### src/shared/aws_pkg.sv
// package: register map, field layout, reset values and timing for auto wake/sleep control
package aws_pkg;

  // ********************
  // register map
  // ********************
  localparam logic [7:0] ADDR_X_MSB = 8'h01;
  localparam logic [7:0] ADDR_Y_MSB = 8'h03;
  localparam logic [7:0] ADDR_Z_MSB = 8'h05;
  localparam logic [7:0] ADDR_INACTIVITY_DURATION = 8'h29;
  localparam logic [7:0] ADDR_SYSTEM_CONTROL_ONE = 8'h2A;
  localparam logic [7:0] ADDR_SYSTEM_CONTROL_TWO = 8'h2B;
  localparam logic [7:0] ADDR_INTERRUPT_CONTROL = 8'h2C;
  localparam logic [7:0] ADDR_INTERRUPT_ENABLE = 8'h2D;

  // ********************
  // fields and reset values
  // ********************
  localparam int SLEEP_RATE_HI = 7;
  localparam int SLEEP_RATE_LO = 6;
  localparam int WAKE_RATE_HI = 5;
  localparam int WAKE_RATE_LO = 3;
  localparam int FAST_READ_BIT = 1;
  localparam int ACTIVE_BIT = 0;
  localparam int AUTO_SLEEP_ENABLE_BIT = 2;
  localparam int ORIENTATION_WAKE_BIT = 5;
  localparam int MOTION_WAKE_BIT = 3;
  localparam int SLEEP_INT_ENABLE_BIT = 7;
  localparam int ORIENTATION_INT_ENABLE_BIT = 4;
  localparam int MOTION_INT_ENABLE_BIT = 2;
  localparam logic [7:0] CONTROL_ONE_MASK = 8'hFB;
  localparam logic [7:0] INACTIVITY_DURATION_RESET = 8'h00;
  localparam logic [7:0] SYSTEM_CONTROL_ONE_RESET = 8'h00;

  // ********************
  // timing
  // ********************
  localparam int CLK_PERIOD_NS = 40;
  localparam int FASTEST_PERIOD_NS = 1250000;
  localparam int FASTEST_PERIOD_CYCLES = FASTEST_PERIOD_NS / CLK_PERIOD_NS;
  localparam int DURATION_STEP_MS = 320;
  localparam int DURATION_LONG_STEP_MS = 640;
  localparam int FASTEST_PERIOD_US = FASTEST_PERIOD_NS / 1000;
  // rates are held as log2 of the period in fastest-rate periods
  localparam logic [3:0] STEP_LOG = 4'(DURATION_STEP_MS * 1000 / FASTEST_PERIOD_US == 256 ? 8 : 8);
  localparam logic [3:0] SLOWEST_LOG = 4'h9;

  typedef enum logic [1:0] {
    MODE_STANDBY = 2'b00,
    MODE_WAKE = 2'b01,
    MODE_SLEEP = 2'b10
  } mode_t;

  function automatic logic [3:0] wake_log(input logic [2:0] code);
    unique case (code)
      3'h0: wake_log = 4'h0;
      3'h1: wake_log = 4'h1;
      3'h2: wake_log = 4'h2;
      3'h3: wake_log = 4'h3;
      3'h4: wake_log = 4'h4;
      3'h5: wake_log = 4'h6;
      3'h6: wake_log = 4'h7;
      3'h7: wake_log = SLOWEST_LOG;
    endcase
  endfunction : wake_log

  function automatic logic [3:0] sleep_log(input logic [1:0] code);
    unique case (code)
      2'h0: sleep_log = 4'h4;
      2'h1: sleep_log = 4'h6;
      2'h2: sleep_log = 4'h7;
      2'h3: sleep_log = SLOWEST_LOG;
    endcase
  endfunction : sleep_log

  // sample ticks per duration count: 320 ms, or one 640 ms tick at the slowest rate
  function automatic logic [8:0] ticks_per_count(input logic [3:0] rate_log);
    if (rate_log >= STEP_LOG) begin
      ticks_per_count = 9'h001;
    end else begin
      ticks_per_count = 9'(9'h001 << (STEP_LOG - rate_log));
    end
  endfunction : ticks_per_count

endpackage : aws_pkg

### src/shared/rate_tick_if.sv
// interface: selected sample rate out, sample tick back
`timescale 1ns/1ns
interface rate_tick_if;
  logic [3:0] rate_log;
  logic tick;
  modport ctrl (output rate_log, input tick);
  modport gen (input rate_log, output tick);
endinterface : rate_tick_if

### src/verilog/sample_tick_gen.sv
// sample-rate tick generator
`timescale 1ns/1ns
module sample_tick_gen #(
  parameter int FASTEST_CYCLES = aws_pkg::FASTEST_PERIOD_CYCLES
) (
  input wire logic clk_in,
  input wire logic rst_n_in,
  rate_tick_if.gen rt
);
  import aws_pkg::*;

  typedef struct packed {
    logic [23:0] count;
    logic [3:0] last_log;
    logic tick;
  } gen_state_t;

  gen_state_t st;
  gen_state_t next_st;
  logic [23:0] period;

  always_comb begin
    period = 24'(24'(FASTEST_CYCLES) << rt.rate_log);
    next_st = st;
    next_st.tick = 1'b0;
    next_st.last_log = rt.rate_log;
    // a rate change restarts the period so no short tick slips out
    if (rt.rate_log != st.last_log || st.count >= period - 24'h000001) begin
      next_st.count = 24'h000000;
      next_st.tick = (rt.rate_log == st.last_log);
    end else begin
      next_st.count = st.count + 24'h000001;
    end
  end

  always_ff @(posedge clk_in) begin
    if (!rst_n_in) begin
      st <= '0;
    end else begin
      st <= next_st;
    end
  end

  assign rt.tick = st.tick;
endmodule : sample_tick_gen

### src/verilog/auto_wake_sleep_rate_control.sv
// top: auto wake/sleep timer, rate selection and system control registers
`timescale 1ns/1ns
// Overview of operation
// - after programmed inactivity with auto-sleep on, drop from wake rate to sleep rate
// - auto switching only while auto-sleep enabled; wake and sleep rates from their fields
// - one duration count is 320 ms, or 640 ms at 1.56 Hz wake rate
// - only orientation and motion events restart the timer; those events or clearing auto-sleep wake the device
// - while asleep, detection functions run on the sleep-rate tick
// - enabled but unselected functions never wake the device
// - with auto-sleep off, only standby and wake are reachable
// - with its interrupt enabled, each wake/sleep change raises an event
// - control one: sleep rate 7-6, wake rate 5-3, bit 2 zero, fast-read, active
// - sleep codes pick 50, 12.5, 6.25, 1.56 Hz and override every block
// - wake codes pick 800 down to 1.56 Hz; 800 Hz after reset
// - active bit: 0 standby (reset), 1 active
// - fast-read makes output-register auto-increment skip the X and Y low data bytes
// - auto-sleep enable is control two bit 2, reset 0
// - orientation wake select lets orientation wake the device when set
module auto_wake_sleep_rate_control #(
  parameter int FASTEST_CYCLES = aws_pkg::FASTEST_PERIOD_CYCLES
) (
  input wire logic clk_in,
  input wire logic rst_n_in,
  input wire logic [7:0] reg_addr_in,
  input wire logic reg_wr_in,
  input wire logic reg_rd_in,
  input wire logic [7:0] reg_wdata_in,
  input wire logic orientation_event_in,
  input wire logic motion_event_in,
  output logic [7:0] reg_rdata_out,
  output logic [7:0] next_addr_out,
  output logic sample_tick_out,
  output logic [3:0] sample_rate_log_out,
  output logic active_out,
  output logic sleep_state_out,
  output logic fast_read_out,
  output logic sleep_transition_out
);
  import aws_pkg::*;

  typedef struct packed {
    logic [7:0] inactivity_duration;
    logic [7:0] system_control_one;
    logic auto_sleep_enable;
    logic orientation_wake_select;
    logic motion_wake_select;
    logic sleep_int_enable;
    logic orientation_int_enable;
    logic motion_int_enable;
    mode_t mode;
    logic [7:0] step_cnt;
    logic [8:0] sub_cnt;
    logic transition;
    logic [3:0] rate_log;
    logic tick;
    logic [7:0] rdata;
    logic [7:0] next_addr;
    logic active;
    logic asleep;
  } ctl_state_t;

  ctl_state_t st;
  ctl_state_t next_st;
  rate_tick_if rt ();

  logic [2:0] wake_rate_select;
  logic [1:0] sleep_rate_select;
  logic fast_read;
  logic active_req;
  logic restart_evt;
  logic wake_evt;
  logic expired;
  logic [8:0] tpc;

  sample_tick_gen #(
    .FASTEST_CYCLES(FASTEST_CYCLES)
  ) u_tick (
    .clk_in(clk_in),
    .rst_n_in(rst_n_in),
    .rt(rt)
  );

  // ********************
  // decode
  // ********************
  assign wake_rate_select = st.system_control_one[WAKE_RATE_HI:WAKE_RATE_LO];
  assign sleep_rate_select = st.system_control_one[SLEEP_RATE_HI:SLEEP_RATE_LO];
  assign fast_read = st.system_control_one[FAST_READ_BIT];
  assign active_req = st.system_control_one[ACTIVE_BIT];
  // sleep rate overrides everything while asleep
  assign rt.rate_log = (st.mode == MODE_SLEEP) ? sleep_log(sleep_rate_select)
                                               : wake_log(wake_rate_select);
  // only enabled orientation or motion functions count; data-ready never does
  assign restart_evt = (orientation_event_in && st.orientation_int_enable) ||
                       (motion_event_in && st.motion_int_enable);
  // an event wakes only when also selected for wake
  assign wake_evt = (orientation_event_in && st.orientation_int_enable &&
                     st.orientation_wake_select) ||
                    (motion_event_in && st.motion_int_enable && st.motion_wake_select);
  assign tpc = ticks_per_count(wake_log(wake_rate_select));
  assign expired = st.step_cnt >= st.inactivity_duration;

  // ********************
  // next state
  // ********************
  always_comb begin
    next_st = st;
    next_st.transition = 1'b0;
    next_st.rate_log = rt.rate_log;
    next_st.tick = rt.tick;
    // register writes; bit 2 of control one always reads zero
    if (reg_wr_in) begin
      unique case (reg_addr_in)
        ADDR_INACTIVITY_DURATION: next_st.inactivity_duration = reg_wdata_in;
        ADDR_SYSTEM_CONTROL_ONE:
          next_st.system_control_one = reg_wdata_in & CONTROL_ONE_MASK;
        ADDR_SYSTEM_CONTROL_TWO:
          next_st.auto_sleep_enable = reg_wdata_in[AUTO_SLEEP_ENABLE_BIT];
        ADDR_INTERRUPT_CONTROL: begin
          next_st.orientation_wake_select = reg_wdata_in[ORIENTATION_WAKE_BIT];
          next_st.motion_wake_select = reg_wdata_in[MOTION_WAKE_BIT];
        end
        ADDR_INTERRUPT_ENABLE: begin
          next_st.sleep_int_enable = reg_wdata_in[SLEEP_INT_ENABLE_BIT];
          next_st.orientation_int_enable = reg_wdata_in[ORIENTATION_INT_ENABLE_BIT];
          next_st.motion_int_enable = reg_wdata_in[MOTION_INT_ENABLE_BIT];
        end
        default: ;
      endcase
    end
    if (reg_rd_in) begin
      unique case (reg_addr_in)
        ADDR_INACTIVITY_DURATION: next_st.rdata = st.inactivity_duration;
        ADDR_SYSTEM_CONTROL_ONE: next_st.rdata = st.system_control_one;
        ADDR_SYSTEM_CONTROL_TWO:
          next_st.rdata = 8'(st.auto_sleep_enable) << AUTO_SLEEP_ENABLE_BIT;
        ADDR_INTERRUPT_CONTROL:
          next_st.rdata = (8'(st.orientation_wake_select) << ORIENTATION_WAKE_BIT) |
                          (8'(st.motion_wake_select) << MOTION_WAKE_BIT);
        ADDR_INTERRUPT_ENABLE:
          next_st.rdata = (8'(st.sleep_int_enable) << SLEEP_INT_ENABLE_BIT) |
                          (8'(st.orientation_int_enable) << ORIENTATION_INT_ENABLE_BIT) |
                          (8'(st.motion_int_enable) << MOTION_INT_ENABLE_BIT);
        default: next_st.rdata = 8'h00;
      endcase
      // fast-read hops from the X and Y high bytes to the next high byte
      if (fast_read && (reg_addr_in == ADDR_X_MSB || reg_addr_in == ADDR_Y_MSB)) begin
        next_st.next_addr = reg_addr_in + 8'h02;
      end else begin
        next_st.next_addr = reg_addr_in + 8'h01;
      end
    end
    // ********************
    // wake/sleep sequencing
    // ********************
    unique case (st.mode)
      MODE_STANDBY: begin
        if (active_req) begin
          next_st.mode = MODE_WAKE;
          next_st.step_cnt = 8'h00;
          next_st.sub_cnt = 9'h000;
        end
      end
      MODE_WAKE: begin
        if (!active_req) begin
          next_st.mode = MODE_STANDBY;
        end else if (restart_evt) begin
          next_st.step_cnt = 8'h00;
          next_st.sub_cnt = 9'h000;
        end else if (st.auto_sleep_enable && expired) begin
          next_st.mode = MODE_SLEEP;
          next_st.transition = st.sleep_int_enable;
        end else if (rt.tick) begin
          // step counter saturates so a long quiet spell cannot wrap
          if (st.sub_cnt >= tpc - 9'h001) begin
            next_st.sub_cnt = 9'h000;
            if (st.step_cnt != 8'hFF) begin
              next_st.step_cnt = st.step_cnt + 8'h01;
            end
          end else begin
            next_st.sub_cnt = st.sub_cnt + 9'h001;
          end
        end
      end
      MODE_SLEEP: begin
        if (!active_req) begin
          next_st.mode = MODE_STANDBY;
        end else if (wake_evt || !st.auto_sleep_enable) begin
          next_st.mode = MODE_WAKE;
          next_st.transition = st.sleep_int_enable;
          next_st.step_cnt = 8'h00;
          next_st.sub_cnt = 9'h000;
        end
      end
      default: next_st.mode = MODE_STANDBY;
    endcase
    // mode flags kept in flops so the status outputs carry no decode glitches
    next_st.active = (next_st.mode != MODE_STANDBY);
    next_st.asleep = (next_st.mode == MODE_SLEEP);
  end

  always_ff @(posedge clk_in) begin
    if (!rst_n_in) begin
      st <= '0;
      st.inactivity_duration <= INACTIVITY_DURATION_RESET;
      st.system_control_one <= SYSTEM_CONTROL_ONE_RESET;
      st.mode <= MODE_STANDBY;
    end else begin
      st <= next_st;
    end
  end

  // ********************
  // outputs
  // ********************
  assign reg_rdata_out = st.rdata;
  assign next_addr_out = st.next_addr;
  assign sample_tick_out = st.tick;
  assign sample_rate_log_out = st.rate_log;
  assign active_out = st.active;
  assign sleep_state_out = st.asleep;
  assign fast_read_out = fast_read;
  assign sleep_transition_out = st.transition;
endmodule : auto_wake_sleep_rate_control

### config.mk
export PLATFORM = sky130hd
export DESIGN_NAME = auto_wake_sleep_rate_control
export DESIGN_NICKNAME = d
export VERILOG_FILES = /design/src/shared/aws_pkg.sv /design/src/shared/rate_tick_if.sv /design/src/verilog/sample_tick_gen.sv /design/src/verilog/auto_wake_sleep_rate_control.sv
export SDC_FILE = /design/constraint.sdc
export NUM_CORES = 1
export LEC_CHECK = 0
export BUFFER_PORTS_ARGS = -buffer_cell sky130_fd_sc_hd__buf_4
export CORE_UTILIZATION = 42
export CTS_CLUSTER_DIAMETER = 60
export DETAILED_ROUTE_END_ITERATION = 12
export PLACE_DENSITY = 0.58
export SYNTH_ARGS = -nofsm -noshare
export SYNTH_HDL_FRONTEND = slang
export SYNTH_HIERARCHICAL = 1
export SYNTH_SLANG_ARGS = --single-unit
### constraint.sdc
create_clock -name clk_in -period 10.6 [get_ports clk_in]
set_input_delay 0 -clock clk_in [delete_from_list [all_inputs] [get_ports clk_in]]
set_output_delay 0 -clock clk_in [all_outputs]
set_load 0.03 [all_outputs]
==> Yosys cells after proc, flatten, opt, wreduce, memory -nomap -nowiden <==
Memories as Yosys holds them, arrays and structs flattened. A register that Yosys moved wholly into a read port is not among the register bits.
Cells that the tools add are included.
{ "totals": {"mem_count": 2, "inputBits": 22, "output_inout_bits": 25, "ramBits": 0, "mem_bits_ro": 64, "latch_bits": 0, "register_bits": 89} }
{ "memory_table": {"columns": ["memory", "depth", "width", "read_ports", "rd_clocked_by_memory_dff", "wr", "line", "source"], "rows": [
  ["(name not given)", 8, 4, 1, 1, 0, "aws_pkg.sv:55", "unique case (code)"],
  ["(name not given)", 8, 4, 1, 1, 0, "aws_pkg.sv:55", null]
]} }
{ "op_classes": {"n_lt_le_gt_ge": 4, "div_mod_pow": 0, "n_mul": 0, "add_sub_neg": 8, "n_shift": 2, "eq_ne": 24, "reduce_logical": 25, "bitwise_logic": 4, "mux": 28} }
{ "ops": {"columns": ["cell", "n"], "rows": [
  ["$mux 17", 3],
  ["$pmux 17 s3", 1],
  ["$eq 8x6->1 const B", 5],
  ["$pmux 8 s5", 1],
  ["$mux 18", 2],
  ["$add 24x1->24 const B", 1],
  ["$ge 24x24->1", 1],
  ["$mux 8", 3],
  ["$shl 15x4->24 const A", 1],
  ["$sub 24x1->24 const B", 1],
  ["$mux 20", 1],
  ["$mux 19", 1],
  ["$mux 9", 2],
  ["$add 8x1->8 const B", 2],
  ["$pmux 4 s4", 1],
  ["$mux 3", 4],
  ["$reduce_and 2->1", 6],
  ["$add 9x1->9 const B", 1],
  ["$ge 9x9->1", 1],
  ["$ne 3x3->1 const B", 3],
  ["$reduce_and 9->1", 1],
  ["$shl 1x4->9 const A", 1],
  ["$sub 9x1->9 const B", 1],
  ["$add 8x2->8 const B", 1],
  ["30 further kinds", 50]
]} }

==> Logic depth before layout (Yosys ltp) <==
Gate-level depths: netlist of the first run.
{ "logic_depth": {"ltp_word": 11, "mapped_depth": 24, "depth_no_buf": 21} }

==> Cells and area by module <==
The synthesis of the first run kept the hierarchy.
{ "by_module_without_submodules": {"columns": ["module", "n_inst", "area_per_inst_um2", "seq_area_each_um2", "cells_per_inst"], "rows": [
  ["auto_wake_sleep_rate_control", 1, 4050.1, 1361.3, 480],
  ["sample_tick_gen", 1, 2931.6, 580.6, 354]
]} }

==> Worst setup path after synthesis of the first run <==
No wires, ideal clock.
{ "synth_path": {"path_kind": "flip-flop to flip-flop", "start": "register st[41] in the netlist's numbering", "end": "register u_tick/st[26] in the netlist's numbering", "synth_period_minus_slack_ns": 4.869, "setup_ns": 0.080, "path_stages_with_launch": 24, "n_path_buf": 3, "arrival_ns": 4.789, "path_slack_ns": 5.731, "cell_sequence": "dfxtp_1 > inv_1 > ha_1 > clkbuf_1 > inv_1 > o31ai_1 > inv_1 > ha_1 > clkbuf_1 > nand2_1 > ha_1 > o21ai_0 > or2_1 > o311ai_0 > a21boi_0 > a31oi_1 > ha_1 > a21oi_1 > o21ai_0 > a221oi_1 > o31ai_1 > a21o_4 > buf_8 > nor3b_1"} }
{ "synth_rtl": {"columns": ["element", "line", "source"], "rows": [
  ["start, declared", "auto_wake_sleep_rate_control.sv:62", "ctl_state_t st;"],
  ["start signal, assigned", "auto_wake_sleep_rate_control.sv:209", "st <= next_st;"],
  ["end signal, assigned", "sample_tick_gen.sv:40", "st <= next_st;"],
  ["end, declared", "sample_tick_gen.sv:18", "gen_state_t st;"]
]} }

==> run summary, run 1 <==
CTS Buffer Depth - 2
Via-to-Cell Ratio - 5.541
Data required, critical path - 10,840 ps
IO Count - 47
Fin. Hold Viols - 0
I/O Buffers - 46
RSZ-0062 raised after global routing - no
Vias - 5,901
GRT met1 Usage - 0.3194
Hold buffers post-CTS - 11
Setup TNS - 0 ps
Worst Hold Class - primary input to flop
Sw power - 0.1752 mW
DP Area - 0.007263 mm^2
Post-Syn Area - 0.006982 mm^2
Wire length of the first global-routing pass - 27,970 um
Comb power frac - 0.063
Multi-input gate area - 0.004557 mm^2
Distinct cells, synth - 93
GRT met2 Usage - 0.3003
Synth warnings - 6
CP max FO - 25
Layout area overhead - 10.14%
Num CTS Buffers - 9
Async set-reset flop share out of synthesis - 0
Slew Viols, Final - 0
Max Fclk - 179.4 MHz
Sequential fraction of the synthesis area - 0.2781
Met3 global-route usage - 0.03094
Initial antenna violation count - 1
Fin crit period - 5573 ps
Vias in the first global route - 5,474
Pre-antenna DRT Iters - 7
CP endpoint kind - flop
Peak supply drop - 0.07791 mV
Clock transition at the registers of the reported paths - 70 ps
Post-Place Setup Slack - 5088 ps
CP Data Arrival Time - 5820 ps
GR peak layer - met1
GRT overflow - 0
Clk pwr share - 0.453
CTS tree - done
Core area - 0.01606 mm^2
ANT cells - 0
Die Wd - 130.9 um
Clk sinks - 97
Int Power - 0.5914 mW
Area fraction of the dominant cell type after synthesis - 0.2781
Worst-Margin Slew - 985.1 ps
H-Tree Depth - 3
Setup Buffers After CTS - 0
Starting DRC count in detailed routing - 465
Initial Util - 0.4348
Lkg Pwr - 3.069 nW
DIE AREA - 0.01714 mm^2
Root Buffer - clkbuf_16
Max-Cap Viols - 0
# nets final - 933
DRC - 0
Synthesized flop and latch total - 97
Die height - 130.9 um
Layout Skew - 4.330 ps
Sw Ratio - 0.2285
# resized after CTS - 0
Final Core Density - 0.4789
Status - complete, no violations
Post-synth top area cell - dfxtp_1
FP Rows - 46
Post-DR wirelength/cell - 16.08 um
Most frequent cells after synthesis - 97 x dfxtp_1, 78 x nand2_1, 71 x nor2_1, 67 x ha_1, 48 x a21oi_1
WS Path Type - flop to flop
Worst-Skew Late Latency - 350 ps
Syn Inst Count - 834
PnR worst setup slack - 5027 ps
Final Setup Violations - 0
Primary FF master, synth - dfxtp_1
Layout fillers - 1,556
HPWL after DPL - 12,600 um
Mean Syn Cell Area - 8.371 um^2
Share of layout cells above drive strength 1 - 0.1249
Routed Antenna Nets - 0
Syn Nets - 923
FF+latch area - 0.001942 mm^2
Top-count cell post-synth - dfxtp_1
Reg power frac - 0.484
Number of synthesized flops with an enable pin - 0
Period utilization - 0.5258
Main area contributors after synthesis - dfxtp_1 28%, ha_1 12%, nand2_1 4.2%
Relative slew slack - 0.3376
Power Dens Cells - 99.68 mW/mm^2
Final Cell Area - 0.007690 mm^2
Largest net degree at the start of global routing - 63
Detailed-route wire length - 17,120 um
Setup crit start kind - flop
Tot GR Track Use - 0.2091
Final GP Congestion - 0.8598
-- state kept, by name, indices dropped and copies added (netlist names), named ones only --
register              count
active_out                1
active_req                1
fast_read_out             1
next_addr_out             8
reg_rdata_out             8
sample_rate_log_out       4
sample_tick_out           1
sleep_rate_select         2
sleep_state_out           1
sleep_transition_out      1
st                       36
u_tick/rt.tick            1
u_tick/st                28
-- kinds of logic after synthesis --
logic type	share of synthesized area
AOI/OAI and AO/OA	0.1774
buffers and inverters	0.07025
adders and majority gates	0.1201
xor gates and xnor gates	0.06272
and+or+nand+nor	0.2604
DFF	0.2781
muxes	0.03100
-- critical path, cell delays in order (launching register included) --
cell,delay (ps)
dfxtp_1,360
inv_1,100
ha_1,390
inv_1,130
o31ai_1,850
inv_1,240
ha_1,470
nand2_1,170
ha_1,230
o21ai_0,210
or2_1,280
o311ai_0,260
a21boi_0,220
a31oi_1,80
ha_1,320
a21oi_1,160
o21ai_0,90
a221oi_1,240
o31ai_1,130
a21o_4,320
and3_1,220
-- power groups by stage --
stage                     Sequential [mW]  Clock, mW  Combinational, mW
after global placement              0.379          0             0.0445
after detailed placement            0.379          0             0.0451
after global routing                0.371      0.374             0.0531
final                               0.371      0.347             0.0486
after floorplan                     0.378          0             0.0304
after CTS                           0.371      0.359             0.0487
-- placed cells by master, fill, tap and decap left out, drive strengths merged, types with 9 or more instances in the layout --
| cell | Yosys | layout |
|---|---|---|
| a211oi | 9 | 9 |
| a21oi | 48 | 48 |
| a22oi | 9 | 9 |
| and2 | 18 | 18 |
| and3 | 17 | 17 |
| buf | 36 | 49 |
| clkbuf | 25 | 13 |
| dfxtp | 97 | 97 |
| dlygate4sd3 | 0 | 11 |
| ha | 67 | 67 |
| inv | 33 | 34 |
| mux2i | 16 | 16 |
| nand2 | 79 | 79 |
| nand2b | 13 | 13 |
| nand3 | 35 | 35 |
| nand4 | 15 | 15 |
| nor2 | 73 | 73 |
| nor2b | 15 | 15 |
| nor3 | 18 | 18 |
| nor3b | 14 | 14 |
| o21ai | 27 | 27 |
| xnor2 | 30 | 30 |
| xor2 | 20 | 20 |
-- stage by stage --
stage	hold slack [ps]	total power [mW]	instances
finish	24.80	0.7665	1065
global route	35.93	0.7984	1065
CTS	10.92	0.7785	1065
detailed placement	267.3	0.4244	1038
global placement	260.2	0.4236	1038
floorplan	136.0	0.4089	834
-- path summary, 6_finish.rpt --
kind | cells after the start | startpoint | slack [ps] | to
setup reg to reg | 20 | st[41]$_SDFF_PN0_ | 5030 | u_tick/rt.tick$_SDFF_PN0_
hold reg to reg | 2 | st[63]$_SDFFE_PN0P_ | 480 | st[63]$_SDFFE_PN0P_
setup / recovery | 20 | st[41]$_SDFF_PN0_ | 5030 | u_tick/rt.tick$_SDFF_PN0_
hold / removal | 3 | reg_wr_in | 20 | fast_read_out$_SDFFE_PN0P_
-- final cells by class --
type | count | area share
Clock buffer | 13 | 0.03514
Clock inverter | 3 | 0.006020
Inverter | 33 | 0.01643
Multi-Input combinational cell | 643 | 0.5926
Sequential cell | 97 | 0.2525
Tap cell | 216 | 0.03514
Timing Repair Buffer | 60 | 0.06215
-- metal layers --
metal | vias up | part of all wire
li1 | 2998 | -
met1 | 2753 | 0.53
met2 | 141 | 0.41
met3 | 9 | 0.043
met4 | 0 | 0.010
met5 | - | 0
No activity file was read; power rests on OpenSTA's default activity.
==> inputs of run 2 (changes only) <==
Settings changed: PLACE_DENSITY 0.58 to 0.6.
Clock period 10.6 ns to 4.9 ns, I/O delays scaled along.
==> run 2 against run 1 <==
Effect of this change: critical path type unchanged; cell area is 0.52% higher; largest power group unchanged; critical path depth fell by 2; global-route usage decreased by 0.43 points; flip-flop and latch count did not move; highest routed layer unchanged; fmax rose by 22%; power increased by 110%; die area unchanged; non-clock buffer count grew 8; sequential power increased by 120%; clock skew up 4.7 ps.
==> run summary, run 2 (synthesized netlist as in run 1, its figures left out) <==
Clock transition at the registers of the reported paths - 70 ps (about the same)
Final Setup Violations - 0 (unchanged)
Worst-Margin Slew - 944.1 ps (was 985.1 ps)
Peak supply drop - 0.1452 mV (was 0.07791 mV)
Relative slew slack - 0.3683 (was 0.3376)
Status - complete, no violations (unchanged)
Starting DRC count in detailed routing - 442 (was 465)
GRT met1 Usage - 0.2960 (was 0.3194)
H-Tree Depth - 3 (unchanged)
Slew Viols, Final - 0 (unchanged)
Die height - 130.9 um (unchanged)
Regs by FF count - st (36), u_tick/st (28) (unchanged)
Tot GR Track Use - 0.2049 (was 0.2091)
DRC - 0 (unchanged)
Data required, critical path - 5150 ps (was 10,840 ps)
Final GP Congestion - 0.8414 (was 0.8598)
Vias - 5,818 (was 5,901)
GR peak layer - met2 (was met1)
R2R setup slack - 320 ps (was 5030 ps)
Worst Hold Class - primary input to flop (unchanged)
Comb power frac - 0.064 (was 0.063)
Sw power - 0.4132 mW (was 0.1752 mW)
Wire length of the first global-routing pass - 27,550 um (was 27,970 um)
Worst-Skew Late Latency - 360 ps (was 350 ps)
CP max FO - 25 (unchanged)
Int Power - 1.191 mW (was 0.5914 mW)
FP Rows - 46 (unchanged)
Num CTS Buffers - 9 (unchanged)
Most common cell after layout, fill and taps aside - dfxtp_1 (unchanged)
Power Dens Cells - 207.6 mW/mm^2 (was 99.68 mW/mm^2)
Via-to-Cell Ratio - 5.422 (was 5.541)
Final Cell Area - 0.007730 mm^2 (was 0.007690 mm^2)
Final Core Density - 0.4814 (was 0.4789)
Largest net degree at the start of global routing - 63 (unchanged)
Largest register FFs - 36 (unchanged)
DP Area - 0.007331 mm^2 (was 0.007263 mm^2)
Most frequent cells in the layout - 97 x dfxtp_1, 78 x nand2_1, 71 x nor2_1 (unchanged)
Initial antenna violation count - 0 (was 1)
Clk pwr share - 0.436 (was 0.453)
Layout fillers - 1,541 (was 1,556)
Fin. Hold Viols - 0 (unchanged)
Met3 global-route usage - 0.02891 (was 0.03094)
DIE AREA - 0.01714 mm^2 (unchanged)
I/O Buffers - 46 (unchanged)
CP endpoint kind - flop (unchanged)
Post-Place Setup Slack - 277.9 ps (was 5088 ps)
CTS tree - done (unchanged)
CP Data Arrival Time - 4830 ps (was 5820 ps)
Vias in the first global route - 5,412 (was 5,474)
Share of layout cells above drive strength 1 - 0.1377 (was 0.1249)
Pre-antenna DRT Iters - 5 (was 7)
Most flop-heavy register - st (unchanged)
IO Count - 47 (unchanged)
Root Buffer - clkbuf_16 (unchanged)
Layout area overhead - 10.72% (was 10.14%)
Post-DR wirelength/cell - 15.40 um (was 16.08 um)
PnR worst setup slack - 319.0 ps (was 5027 ps)
WS Path Type - flop to flop (unchanged)
Reg power frac - 0.500 (was 0.484)
Max Fclk - 218.3 MHz (was 179.4 MHz)
GRT met2 Usage - 0.3075 (was 0.3003)
GRT overflow - 0 (unchanged)
Initial Util - 0.4348 (unchanged)
HPWL after DPL - 12,030 um (was 12,600 um)
Routed Antenna Nets - 0 (unchanged)
CTS Buffer Depth - 2 (unchanged)
Setup TNS - 0 ps (unchanged)
Sw Ratio - 0.2575 (was 0.2285)
RSZ-0062 raised after global routing - no (unchanged)
Period utilization - 0.9349 (was 0.5258)
# nets final - 941 (was 933)
Clk sinks - 97 (unchanged)
Setup crit start kind - flop (unchanged)
Detailed-route wire length - 16,520 um (was 17,120 um)
Layout Skew - 9.018 ps (was 4.330 ps)
Lkg Pwr - 3.092 nW (was 3.069 nW)
ANT cells - 0 (unchanged)
Core area - 0.01606 mm^2 (unchanged)
Die Wd - 130.9 um (unchanged)
Fin crit period - 4581 ps (was 5573 ps)
Max-Cap Viols - 0 (unchanged)
==> run 2: cell types whose count changed in the layout (fill, tap and decap cells not counted), moves of 2 or more <==
cell        before  now
buf_4           49   58
clkinvlp_4       0    2
clkbuf_8         3    0
inv_6            0    3
==> run 2: what timing repair did <==
item                                   in CTS  in global routing
gates resized for setup                     0                  2
hold buffers                               10                  0
buffers inserted                            0                  0
endpoints found under the hold margin      23                  0
setup endpoints to repair                   0                 25
==> run 2: metrics by stage <==
stage               std cells  power, mW  hold WS, ps
floorplan                 834     0.8846        136.0
detailed placement       1047     0.9177        263.3
CTS                      1073      1.622        3.742
global route             1073      1.661        27.34
global placement         1047     0.9174        260.1
finish                   1073      1.605        2.511
==> run 2: cell type report <==
| type | count | area (um^2) | area share |
|---|---|---|---|
| flip-flops and latches | 97 | 1942 | 0.2512 |
| inverters | 33 | 126.4 | 0.01635 |
| repair buffers | 68 | 535.5 | 0.06928 |
| clock buffers | 9 | 225.2 | 0.02914 |
| multi-input cells | 643 | 4568 | 0.5910 |
| clock inverters | 7 | 62.56 | 0.008093 |
| well taps | 216 | 270.3 | 0.03496 |
==> run 2: critical path: stages, from the launching register on <==
cell and delay [ps]:
dfxtp_1 400, inv_1 80, ha_1 210, buf_4 180, mux2_2 310, buf_4 190, ha_1 260, or2_1 290
mux4_2 520, nor2_1 250, nand3_1 130, xnor2_1 220, ha_1 290, a21o_1 160, a21o_1 160, a21oi_1 130
o2111ai_1 130, a21o_4 340, and3_1 220
==> run 2: power groups by stage <==
stage	registers (mW)	clock network [mW]	logic, mW
2_1_floorplan	0.819	0	0.0658
3_3_place_gp	0.820	0	0.0971
3_5_place_dp	0.820	0	0.0974
4_1_cts	0.802	0.716	0.104
5_1_grt	0.803	0.744	0.113
6_report	0.802	0.699	0.103
==> run 2: routing by layer <==
| layer | part of all wire | wire, um |
|---|---|---|
| met4 | 0.015 | 247 |
| met1 | 0.54 | 8866 |
| met5 | 0 | 0 |
| met2 | 0.42 | 6885 |
| met3 | 0.032 | 522 |
==> run 2: final timing paths <==
path	start	to	cells past startpoint
setup / recovery	st[41]$_SDFF_PN0_	u_tick/rt.tick$_SDFF_PN0_	18
hold / removal	reg_rd_in	next_addr_out[6]$_SDFFE_PN0P_	2
setup reg to reg	st[41]$_SDFF_PN0_	u_tick/rt.tick$_SDFF_PN0_	18
hold reg to reg	reg_rdata_out[2]$_SDFFE_PN0P_	reg_rdata_out[2]$_SDFFE_PN0P_	2
